**config.mk**
```make
export PLATFORM = sky130hd
export DESIGN_NAME = ira_top
export DESIGN_NICKNAME = d
export VERILOG_FILES = /design/src/hw/ira_pkg.sv /design/src/hw/ira_evt_if.sv /design/src/hw/ira_sync.sv /design/src/hw/ira_evt_bank.sv /design/src/hw/ira_top.sv
export SDC_FILE = /design/constraint.sdc
export NUM_CORES = 1
export LEC_CHECK = 0
export BUFFER_PORTS_ARGS = -buffer_cell sky130_fd_sc_hd__clkbuf_2
export CAP_MARGIN = 20
export CORE_MARGIN = 2
export CORE_UTILIZATION = 52
export CTS_BUF_LIST = sky130_fd_sc_hd__clkbuf_8
export DETAILED_ROUTE_END_ITERATION = 12
export GPL_TIMING_DRIVEN = 0
export PLACE_DENSITY_LB_ADDON = 0.05
export SKIP_LAST_GASP = 1
export SYNTH_ARGS = -nofsm -noshare
export SYNTH_HDL_FRONTEND = slang
export SYNTH_HIERARCHICAL = 1
export SYNTH_SLANG_ARGS = --single-unit
```
**constraint.sdc**
```tcl
create_clock -name sys_clk -period 2 [get_ports sys_clk]
set_input_delay 0.4 -clock sys_clk [delete_from_list [all_inputs] [get_ports sys_clk]]
set_output_delay 0.4 -clock sys_clk [all_outputs]
set_load 0.01 [all_outputs]
```
**src/hw/ira_pkg.sv**
```systemverilog
// raw interrupt status aggregator: shared constants and types
// assumes a 32-bit apb slave; printed offsets are word indices
package ira_pkg;

    // ========================================================
    // bus and word widths
    localparam int AW = 16;
    localparam int DW = 32;
    localparam int RW = 16;
    localparam int IW = 14;

    typedef logic [RW-1:0] ira_word_t;

    // ========================================================
    // register indices; byte address is four times the index
    localparam logic [IW-1:0] IDX_OVC_TAIL = 14'h0D24;
    localparam logic [IW-1:0] IDX_OVC_B    = 14'h0D25;
    localparam logic [IW-1:0] IDX_UNDER    = 14'h0D26;
    localparam logic [IW-1:0] IDX_PIN      = 14'h0D40;
    localparam logic [IW-1:0] IDX_AON      = 14'h0D55;
    localparam logic [IW-1:0] IDX_CTRL     = 14'h0D60;
    localparam logic [IW-1:0] IDX_MASK1    = 14'h0D61;
    localparam logic [IW-1:0] IDX_MASK2    = 14'h0D62;
    localparam logic [IW-1:0] IDX_SUMMARY  = 14'h0D63;
    localparam logic [IW-1:0] IDX_EVT_STS  = 14'h0D70;
    localparam logic [IW-1:0] IDX_EVT_CLR  = 14'h0D71;
    localparam logic [IW-1:0] IDX_EVT_EN   = 14'h0D72;

    // ========================================================
    // implemented bits of the raw words
    localparam ira_word_t OVC_TAIL_BITS = 16'h37FF;
    localparam ira_word_t OVC_B_BITS    = 16'hFE0B;
    localparam ira_word_t UNDER_BITS    = 16'h077F;

    // ========================================================
    // field positions
    localparam int PIN_FIRST_BIT  = 0;
    localparam int PIN_SECOND_BIT = 1;
    localparam int AON_JACK_BIT   = 0;
    localparam int AON_GP5_BIT    = 2;
    localparam int AON_CLAMP_BIT  = 3;
    localparam int CTRL_SEL_BIT   = 0;
    localparam int SUM_OVC_BIT    = 0;
    localparam int SUM_UND_BIT    = 1;

    // ========================================================
    // event status layout
    localparam int EVW       = 4;
    localparam int EV_OVC    = 0;
    localparam int EV_UND    = 1;
    localparam int EV_JACK   = 2;
    localparam int EV_CLAMP  = 3;

    // ========================================================
    // reset and lane-check constants
    localparam ira_word_t  WORD_ZERO = 16'h0000;
    localparam logic [DW-1:0] BUS_ZERO = 32'h0000_0000;
    localparam logic [1:0]    LANE_OK  = 2'h0;

endpackage : ira_pkg

```
**src/hw/ira_evt_if.sv**
```systemverilog
// raw interrupt status aggregator: event bank carrier
// assumes both ends sit on sys_clk
`timescale 1ns/10ps
interface ira_evt_if;
    import ira_pkg::*;
    logic [EVW-1:0] evt;
    logic           clr_wr;
    logic           en_wr;
    logic [EVW-1:0] wdata;
    logic [EVW-1:0] status;
    logic [EVW-1:0] enable;
    logic           irq;
    modport bank (input evt, clr_wr, en_wr, wdata,
                  output status, enable, irq);
    modport host (output evt, clr_wr, en_wr, wdata,
                  input status, enable, irq);
endinterface : ira_evt_if

```
**src/hw/ira_sync.sv**
```systemverilog
// raw interrupt status aggregator: three-stage input synchroniser
// assumes inputs arrive from pins or foreign subsystem clocks
`timescale 1ns/10ps
module ira_sync #(
    parameter int           W       = 1,
    parameter logic [W-1:0] RST_VAL = '0
) (
    // clock and reset
    input  wire logic         sys_clk,
    input  wire logic         nrst,
    // async level in, filtered level out
    input  wire logic [W-1:0] d,
    output logic      [W-1:0] q
);
    logic [W-1:0] s1_reg;
    logic [W-1:0] s2_reg;
    logic [W-1:0] s3_reg;

    // a bit only moves once stages two and three agree
    always_ff @(posedge sys_clk or negedge nrst) begin
        if (!nrst) begin
            s1_reg <= RST_VAL;
            s2_reg <= RST_VAL;
            s3_reg <= RST_VAL;
            q      <= RST_VAL;
        end else begin
            s1_reg <= d;
            s2_reg <= s1_reg;
            s3_reg <= s2_reg;
            q      <= (s2_reg & s3_reg) | (q & (s2_reg | s3_reg));
        end
    end
endmodule : ira_sync

```
**src/hw/ira_evt_bank.sv**
```systemverilog
// raw interrupt status aggregator: sticky event status bank
// assumes one-cycle event pulses on sys_clk
`timescale 1ns/10ps
module ira_evt_bank
    import ira_pkg::*;
(
    // clock and reset
    input  wire logic sys_clk,
    input  wire logic nrst,
    // carrier to the register side
    ira_evt_if.bank   eb
);
    logic [EVW-1:0] clr_mask;
    logic [EVW-1:0] sts_next;
    logic [EVW-1:0] en_next;

    // set beats clear so no event is lost in a clearing cycle
    assign clr_mask = eb.clr_wr ? eb.wdata : '0;
    assign sts_next = (eb.status & ~clr_mask) | eb.evt;
    assign en_next  = eb.en_wr ? eb.wdata : eb.enable;

    always_ff @(posedge sys_clk or negedge nrst) begin
        if (!nrst) begin
            eb.status <= '0;
            eb.enable <= '0;
            eb.irq    <= 1'b0;
        end else begin
            eb.status <= sts_next;
            eb.enable <= en_next;
            eb.irq    <= |(sts_next & en_next);
        end
    end
endmodule : ira_evt_bank

```
**src/hw/ira_top.sv**
```systemverilog
// raw interrupt status aggregator: apb slave and status logic
// assumes one sys_clk domain at 125 MHz, async active-low reset;
// subsystem error levels and pins are foreign and get synchronised,
// channel interrupt sources come from logic on sys_clk
`timescale 1ns/10ps

// Notes on behaviour
// (RULE1) one overclock raw flag per subsystem
// (RULE2) overclock summary is OR of raw flags
// (RULE3) one underclock raw flag per subsystem
// (RULE4) underclock summary is OR of raw flags
// (RULE5) pin status bit 1: unmasked second sources
// (RULE6) pin status bit 0: unmasked first sources
// (RULE7) bit 3 shows clamp on selected pin
// (RULE8) jack flag high when detect pin low
// (RULE9) raw bits live, read-only, zero after reset
module ira_top
    import ira_pkg::*;
(
    // clock and reset
    input  wire logic          sys_clk,
    input  wire logic          nrst,
    // apb slave
    input  wire logic          psel,
    input  wire logic          penable,
    input  wire logic          pwrite,
    input  wire logic [AW-1:0] paddr,
    input  wire logic [DW-1:0] pwdata,
    output logic      [DW-1:0] prdata,
    output logic               pready,
    output logic               pslverr,
    // subsystem error levels, foreign clocks
    input  wire logic [RW-1:0] ovc_tail_cond,
    input  wire logic [RW-1:0] ovc_b_cond,
    input  wire logic [RW-1:0] under_cond,
    // interrupt channel sources, sys_clk domain
    input  wire logic [RW-1:0] first_channel_sources,
    input  wire logic [RW-1:0] second_channel_sources,
    // always-on pins and conditions
    input  wire logic          mic_clamp_on_pin_a,
    input  wire logic          mic_clamp_on_pin_b,
    input  wire logic          gpio_five_level,
    input  wire logic          jack_detect_input_n,
    // summary and line status
    output logic               overclock_summary_flag,
    output logic               underclock_summary_flag,
    output logic               first_irq_line_state,
    output logic               second_irq_line_state,
    output logic               accessory_detect_pin_select,
    // interrupt
    output logic               irq
);

    // ========================================================
    // declarations
    logic [RW-1:0]  ovc_tail_s;
    logic [RW-1:0]  ovc_b_s;
    logic [RW-1:0]  under_s;
    logic           clamp_a_s;
    logic           clamp_b_s;
    logic           gp5_s;
    logic           jack_n_s;

    ira_word_t      ovc_tail_reg;
    ira_word_t      ovc_b_reg;
    ira_word_t      under_reg;
    ira_word_t      pin_reg;
    ira_word_t      aon_reg;
    ira_word_t      mask1_reg;
    ira_word_t      mask2_reg;
    ira_word_t      ovc_tail_next;
    ira_word_t      ovc_b_next;
    ira_word_t      under_next;
    ira_word_t      pin_next;
    ira_word_t      aon_next;
    ira_word_t      mask1_next;
    ira_word_t      mask2_next;

    logic           sel_reg;
    logic           sel_next;
    logic           ovc_sum_next;
    logic           und_sum_next;
    logic           first_next;
    logic           second_next;
    logic           clamp_next;
    logic           jack_next;

    logic           ovc_sum_d_reg;
    logic           und_sum_d_reg;
    logic           jack_d_reg;
    logic           clamp_d_reg;
    logic [EVW-1:0] evt_vec;

    logic           setup;
    logic           access;
    logic [IW-1:0]  widx;
    logic           lane_ok;
    logic           hit_ctrl;
    logic           hit_mask1;
    logic           hit_mask2;
    logic           hit_clr;
    logic           hit_en;
    logic           mapped;
    logic [DW-1:0]  rd_word;
    ira_word_t      rd_half;
    ira_word_t      summary_word;
    ira_word_t      ctrl_word;
    ira_word_t      evt_sts_word;
    ira_word_t      evt_en_word;

    ira_evt_if      evb ();

    // ========================================================
    // input synchronisers
    // error levels come from other subsystem clocks
    ira_sync #(.W(RW), .RST_VAL(WORD_ZERO)) u_sync_ovc_tail (
        .sys_clk (sys_clk),
        .nrst    (nrst),
        .d       (ovc_tail_cond),
        .q       (ovc_tail_s)
    );

    ira_sync #(.W(RW), .RST_VAL(WORD_ZERO)) u_sync_ovc_b (
        .sys_clk (sys_clk),
        .nrst    (nrst),
        .d       (ovc_b_cond),
        .q       (ovc_b_s)
    );

    ira_sync #(.W(RW), .RST_VAL(WORD_ZERO)) u_sync_under (
        .sys_clk (sys_clk),
        .nrst    (nrst),
        .d       (under_cond),
        .q       (under_s)
    );

    // jack pin resets high so the flag reads zero after reset
    ira_sync #(.W(4), .RST_VAL(4'h8)) u_sync_aon (
        .sys_clk (sys_clk),
        .nrst    (nrst),
        .d       ({jack_detect_input_n, gpio_five_level,
                   mic_clamp_on_pin_b, mic_clamp_on_pin_a}),
        .q       ({jack_n_s, gp5_s, clamp_b_s, clamp_a_s})
    );

    // ========================================================
    // raw status words
    // unimplemented bits are forced low here, not at read time
    assign ovc_tail_next = ovc_tail_s & OVC_TAIL_BITS; // RULE1
    assign ovc_b_next    = ovc_b_s & OVC_B_BITS;       // RULE1
    assign under_next    = under_s & UNDER_BITS;       // RULE3

    // summaries use the raw words so they match what is read
    assign ovc_sum_next = |ovc_tail_reg | |ovc_b_reg; // RULE2
    assign und_sum_next = |under_reg;                 // RULE4

    // a mask bit of one hides its source from the line
    assign first_next  = |(first_channel_sources & ~mask1_reg);  // RULE6
    assign second_next = |(second_channel_sources & ~mask2_reg); // RULE5

    // clamp follows whichever mic detect pin is selected
    assign clamp_next = sel_reg ? clamp_b_s : clamp_a_s; // RULE7
    // detect pin is pulled low when a jack goes in
    assign jack_next  = ~jack_n_s;                       // RULE8

    // pin and always-on words built from the live levels
    always_comb begin
        pin_next = WORD_ZERO;
        pin_next[PIN_FIRST_BIT]  = first_next;  // RULE6
        pin_next[PIN_SECOND_BIT] = second_next; // RULE5
        aon_next = WORD_ZERO;
        aon_next[AON_JACK_BIT]  = jack_next;    // RULE8
        aon_next[AON_GP5_BIT]   = gp5_s;
        aon_next[AON_CLAMP_BIT] = clamp_next;   // RULE7
    end

    // raw words refresh every cycle; no bus path reaches them
    always_ff @(posedge sys_clk or negedge nrst) begin
        if (!nrst) begin
            ovc_tail_reg <= WORD_ZERO; // RULE9
            ovc_b_reg    <= WORD_ZERO;
            under_reg    <= WORD_ZERO;
            pin_reg      <= WORD_ZERO;
            aon_reg      <= WORD_ZERO;
        end else begin
            ovc_tail_reg <= ovc_tail_next; // RULE9
            ovc_b_reg    <= ovc_b_next;
            under_reg    <= under_next;
            pin_reg      <= pin_next;
            aon_reg      <= aon_next;
        end
    end

    // summary and line outputs, one flop each
    always_ff @(posedge sys_clk or negedge nrst) begin
        if (!nrst) begin
            overclock_summary_flag  <= 1'b0;
            underclock_summary_flag <= 1'b0;
            first_irq_line_state    <= 1'b0;
            second_irq_line_state   <= 1'b0;
        end else begin
            overclock_summary_flag  <= ovc_sum_next; // RULE2
            underclock_summary_flag <= und_sum_next; // RULE4
            first_irq_line_state    <= first_next;   // RULE6
            second_irq_line_state   <= second_next;  // RULE5
        end
    end

    // ========================================================
    // event detection for the sticky bank
    // rising summaries and clamp, any jack change
    always_ff @(posedge sys_clk or negedge nrst) begin
        if (!nrst) begin
            ovc_sum_d_reg <= 1'b0;
            und_sum_d_reg <= 1'b0;
            jack_d_reg    <= 1'b0;
            clamp_d_reg   <= 1'b0;
        end else begin
            ovc_sum_d_reg <= overclock_summary_flag;
            und_sum_d_reg <= underclock_summary_flag;
            jack_d_reg    <= aon_reg[AON_JACK_BIT];
            clamp_d_reg   <= aon_reg[AON_CLAMP_BIT];
        end
    end

    always_comb begin
        evt_vec = '0;
        evt_vec[EV_OVC]   = overclock_summary_flag & ~ovc_sum_d_reg;
        evt_vec[EV_UND]   = underclock_summary_flag & ~und_sum_d_reg;
        evt_vec[EV_JACK]  = aon_reg[AON_JACK_BIT] ^ jack_d_reg;
        evt_vec[EV_CLAMP] = aon_reg[AON_CLAMP_BIT] & ~clamp_d_reg;
    end

    // ========================================================
    // apb decode
    // zero wait state: ready is raised by the setup cycle
    assign setup   = psel & ~penable;
    assign access  = psel & penable & pready;
    assign widx    = paddr[AW-1:2];
    assign lane_ok = (paddr[1:0] == LANE_OK);

    assign hit_ctrl  = lane_ok & (widx == IDX_CTRL);
    assign hit_mask1 = lane_ok & (widx == IDX_MASK1);
    assign hit_mask2 = lane_ok & (widx == IDX_MASK2);
    assign hit_clr   = lane_ok & (widx == IDX_EVT_CLR);
    assign hit_en    = lane_ok & (widx == IDX_EVT_EN);

    // all defined indices, read-only ones included
    assign mapped = lane_ok & (widx == IDX_OVC_TAIL
                             | widx == IDX_OVC_B
                             | widx == IDX_UNDER
                             | widx == IDX_PIN
                             | widx == IDX_AON
                             | widx == IDX_CTRL
                             | widx == IDX_MASK1
                             | widx == IDX_MASK2
                             | widx == IDX_SUMMARY
                             | widx == IDX_EVT_STS
                             | widx == IDX_EVT_CLR
                             | widx == IDX_EVT_EN);

    // ========================================================
    // software-written control
    assign sel_next   = (access & pwrite & hit_ctrl)
                        ? pwdata[CTRL_SEL_BIT] : sel_reg;
    assign mask1_next = (access & pwrite & hit_mask1)
                        ? pwdata[RW-1:0] : mask1_reg;
    assign mask2_next = (access & pwrite & hit_mask2)
                        ? pwdata[RW-1:0] : mask2_reg;

    // masks reset clear so every source reaches its line
    always_ff @(posedge sys_clk or negedge nrst) begin
        if (!nrst) begin
            sel_reg   <= 1'b0;
            mask1_reg <= WORD_ZERO;
            mask2_reg <= WORD_ZERO;
        end else begin
            sel_reg   <= sel_next;
            mask1_reg <= mask1_next;
            mask2_reg <= mask2_next;
        end
    end

    // select mirrored on a pin for the analogue clamp switch
    always_ff @(posedge sys_clk or negedge nrst) begin
        if (!nrst) begin
            accessory_detect_pin_select <= 1'b0;
        end else begin
            accessory_detect_pin_select <= sel_next;
        end
    end

    // ========================================================
    // sticky event bank
    assign evb.evt    = evt_vec;
    assign evb.clr_wr = access & pwrite & hit_clr;
    assign evb.en_wr  = access & pwrite & hit_en;
    assign evb.wdata  = pwdata[EVW-1:0];

    ira_evt_bank u_bank (
        .sys_clk (sys_clk),
        .nrst    (nrst),
        .eb      (evb.bank)
    );

    assign irq = evb.irq;

    // ========================================================
    // read mux
    always_comb begin
        summary_word = WORD_ZERO;
        summary_word[SUM_OVC_BIT] = overclock_summary_flag;
        summary_word[SUM_UND_BIT] = underclock_summary_flag;
        ctrl_word = WORD_ZERO;
        ctrl_word[CTRL_SEL_BIT] = sel_reg;
        evt_sts_word = WORD_ZERO;
        evt_sts_word[EVW-1:0] = evb.status;
        evt_en_word = WORD_ZERO;
        evt_en_word[EVW-1:0] = evb.enable;
    end

    // clear register is write-only and reads as zero
    always_comb begin
        case (widx)
            IDX_OVC_TAIL: rd_half = ovc_tail_reg;
            IDX_OVC_B:    rd_half = ovc_b_reg;
            IDX_UNDER:    rd_half = under_reg;
            IDX_PIN:      rd_half = pin_reg;
            IDX_AON:      rd_half = aon_reg;
            IDX_CTRL:     rd_half = ctrl_word;
            IDX_MASK1:    rd_half = mask1_reg;
            IDX_MASK2:    rd_half = mask2_reg;
            IDX_SUMMARY:  rd_half = summary_word;
            IDX_EVT_STS:  rd_half = evt_sts_word;
            IDX_EVT_EN:   rd_half = evt_en_word;
            default:      rd_half = WORD_ZERO;
        endcase
    end

    // upper half of the bus always reads zero
    assign rd_word = lane_ok ? {WORD_ZERO, rd_half} : BUS_ZERO;

    // ========================================================
    // apb answer flops
    // read data is caught in setup, so it is one cycle old;
    // refused transfers of either direction leave zero data
    always_ff @(posedge sys_clk or negedge nrst) begin
        if (!nrst) begin
            pready  <= 1'b0;
            pslverr <= 1'b0;
            prdata  <= BUS_ZERO;
        end else begin
            pready  <= setup;
            pslverr <= setup & ~mapped;
            if (setup & (~pwrite | ~mapped)) begin
                prdata <= rd_word;
            end
        end
    end

endmodule : ira_top

```
==> implementation parameters <==
Parameter                              Value

Status
  Status    finished clean

Routing
  1st-pass router iterations    5
  Post-detailed-routing wire length    19.69 mm
  Remaining routing DRC violations    0
  Length of routed met2 wiring    9.252 mm
  DRT antenna net count    0
  Via density per instance    about 5.2
  Routed length on met1    8.541 mm
  DR WL met3    1.570 mm
  Detailed router's first-iteration violation count    324
  Wire length per cell after detailed routing    18.73 µm
  Top routing layer in use    met4
  Count of vias placed by the detailed router    5481

Logic synthesis
  Synth warnings    6
  Gate count of the mapped netlist    slightly below 600
  Netlist area before placement    8914 µm²
  Syn Area/Cell    15.37 µm²

Cells and area
  Net total in the final layout    941
  Most frequent standard cell in the layout excluding fill and tap cells    dfrtp_1
  Number of diodes    0
  Commonest non-fill, non-tap cells in the layout    dfrtp_1, clkbuf_2, clkbuf_8, inv_1, dlygate4sd3_1
  Share of cells above drive strength 1    0.3827
  Area delta synth->final    26.05%

Hold path
  Min-Delay Path Depth    2
  Worst min path class    in2reg

Floorplanning
  Total core area    between 15000 and 20000 µm²
  Number of top-level pins    ~180
  Floorplan die width    134.9 µm
  Effective utilization at floorplan    0.5356
  Vertical die dimension    134.9 µm
  Area of the die    18200 µm²
  Number of placement rows    47

Global routing
  Largest net degree at the start of global routing    126
  Global-route wire length before repair    ~31 mm
  Via count of the first global-routing pass    5757
  Total grt overflow    0
  GRT Total Usage    0.2268
  Antenna violations before repair    0

Place
  Number of I/O port buffers    127
  HPWL after detailed placement    13.91 mm
  Post-Place Worst Slack    -0.7760 ns
  Final weighted congestion of routability-driven global placement    just over 0.9

Clock network
  Worst skew pair latency    between 0.5 and 0.6 ns
  Setup Fix Bufs, Post-CTS    0
  Clock-pin slew on the worst setup and hold paths    0.06 ns
  CTS buffer count    ~40
  Clock sinks    252
  Number of levels in the clock H-tree    2
  Master cell of the clock root buffer    clkbuf_8
  Maximum number of buffers from clock root to sink    3
  CTS tree    built

Timing
  Tightest slew margin relative to the limit    0.6098
  Setup repair after global routing missed its margin    yes
  Worst-case setup margin in the final layout    0.005264 ns
  Setup-failing EPs final    0
  Worst hold margin    0.1109 ns
  Max Transition Viols Final    0
  Worst setup skew after layout    ~0.019 ns
  Share of the clock period used by the worst path after layout    0.9974
  Final Hold Fails    0
  Transition time at the pin with the least slew margin    slightly below 0.6 ns
  Achievable Freq    around 500 MHz
  Time the final worst path needs with I/O delays and setup    roughly 2 ns

Flow run
  Max-capacitance violation count    0

Setup path
  Arr. time, crit path    approximately 2.4 ns
  CP Data Required Time    2.42 ns
  Startpoint types    register
  CP Capture Type    register
  CP Max Fanout    10
  Worst reg2reg path depth    5
  Setup CP Type    reg2reg

Pwr
  Peak supply drop    around 670 µV
  LEAKAGE    0.005267 µW
  Total power of the final layout    10460 µW
  Power density cells    between 900 and 1000 nW/µm²
==> per-layer routing <==
layer / up-vias / GRT usage
li1: 2505 / -
met1: 2742 / 0.3272
met2: 204 / 0.3500
met3: 30 / 0.05218
met4: 0 / 0.06608
met5: - / 0
==> report_power, final <==
part / switching [µW] / total, µW / internal (µW)
Sequential: 160 / 5540 / 5380
Clock: 1880 / 4360 / 2480
Combinational: 278 / 557 / 279
Total: 2320 / 10500 / 8140
==> path summary, 6_finish.rpt <==
| check | startpoint | to | slack, ns |
|---|---|---|---|
| setup / recovery | pready | mask1_reg[13] | 0.005 |
| hold / removal | pwdata[14] | mask2_reg[14] | 0.11 |
| setup reg to reg | pready | mask1_reg[13] | 0.005 |
| hold reg to reg | u_sync_under/s1_reg[0] | u_sync_under/s2_reg[0] | 0.34 |
| max in group asynchronous | nrst | u_sync_ovc_b/s3_reg[14] | 0.34 |
| min in group asynchronous | nrst | u_sync_aon/s1_reg[0] | 0.36 |
==> per-stage QoR <==
step,setup TNS (ns),cell area (µm²),utilization,instances
after global placement,-1079.48,9931,0.5967,942
after global routing,-0.2875,11240,0.6751,1051
final,0,11240,0.6751,1051
after floorplan,-1.168,9020,-,595
after CTS,0,11210,0.6736,1051
after detailed placement,-24.36,9995,0.6006,944
==> worst max-delay path, cell delays in order (launching register included) <==
cell     delay [ns]
dfrtp_1        0.35
nand3_1        0.08
nor2_1         0.36
nand3_1        0.43
buf_2          0.36
mux2_2         0.30
==> layout make-up <==
type,instances,area (µm²)
Tap cell,220,275.3
Buffer,28,203.9
Sequential cell,252,6311
Timing Repair Buffer,167,1080
Clock inverter,21,151.4
Multi-Input combinational cell,280,2412
Fill cell,1228,5406
Clock buffer,49,674.4
Inverter,34,127.6
==> timing repair <==
item                                   CTS  global route
pin swaps                                1             2
setup endpoints to repair                6            26
endpoints found under the hold margin   71             0
hold buffers                            38             0
resized for setup                        3             4
Power figures use the tool's default switching activity.
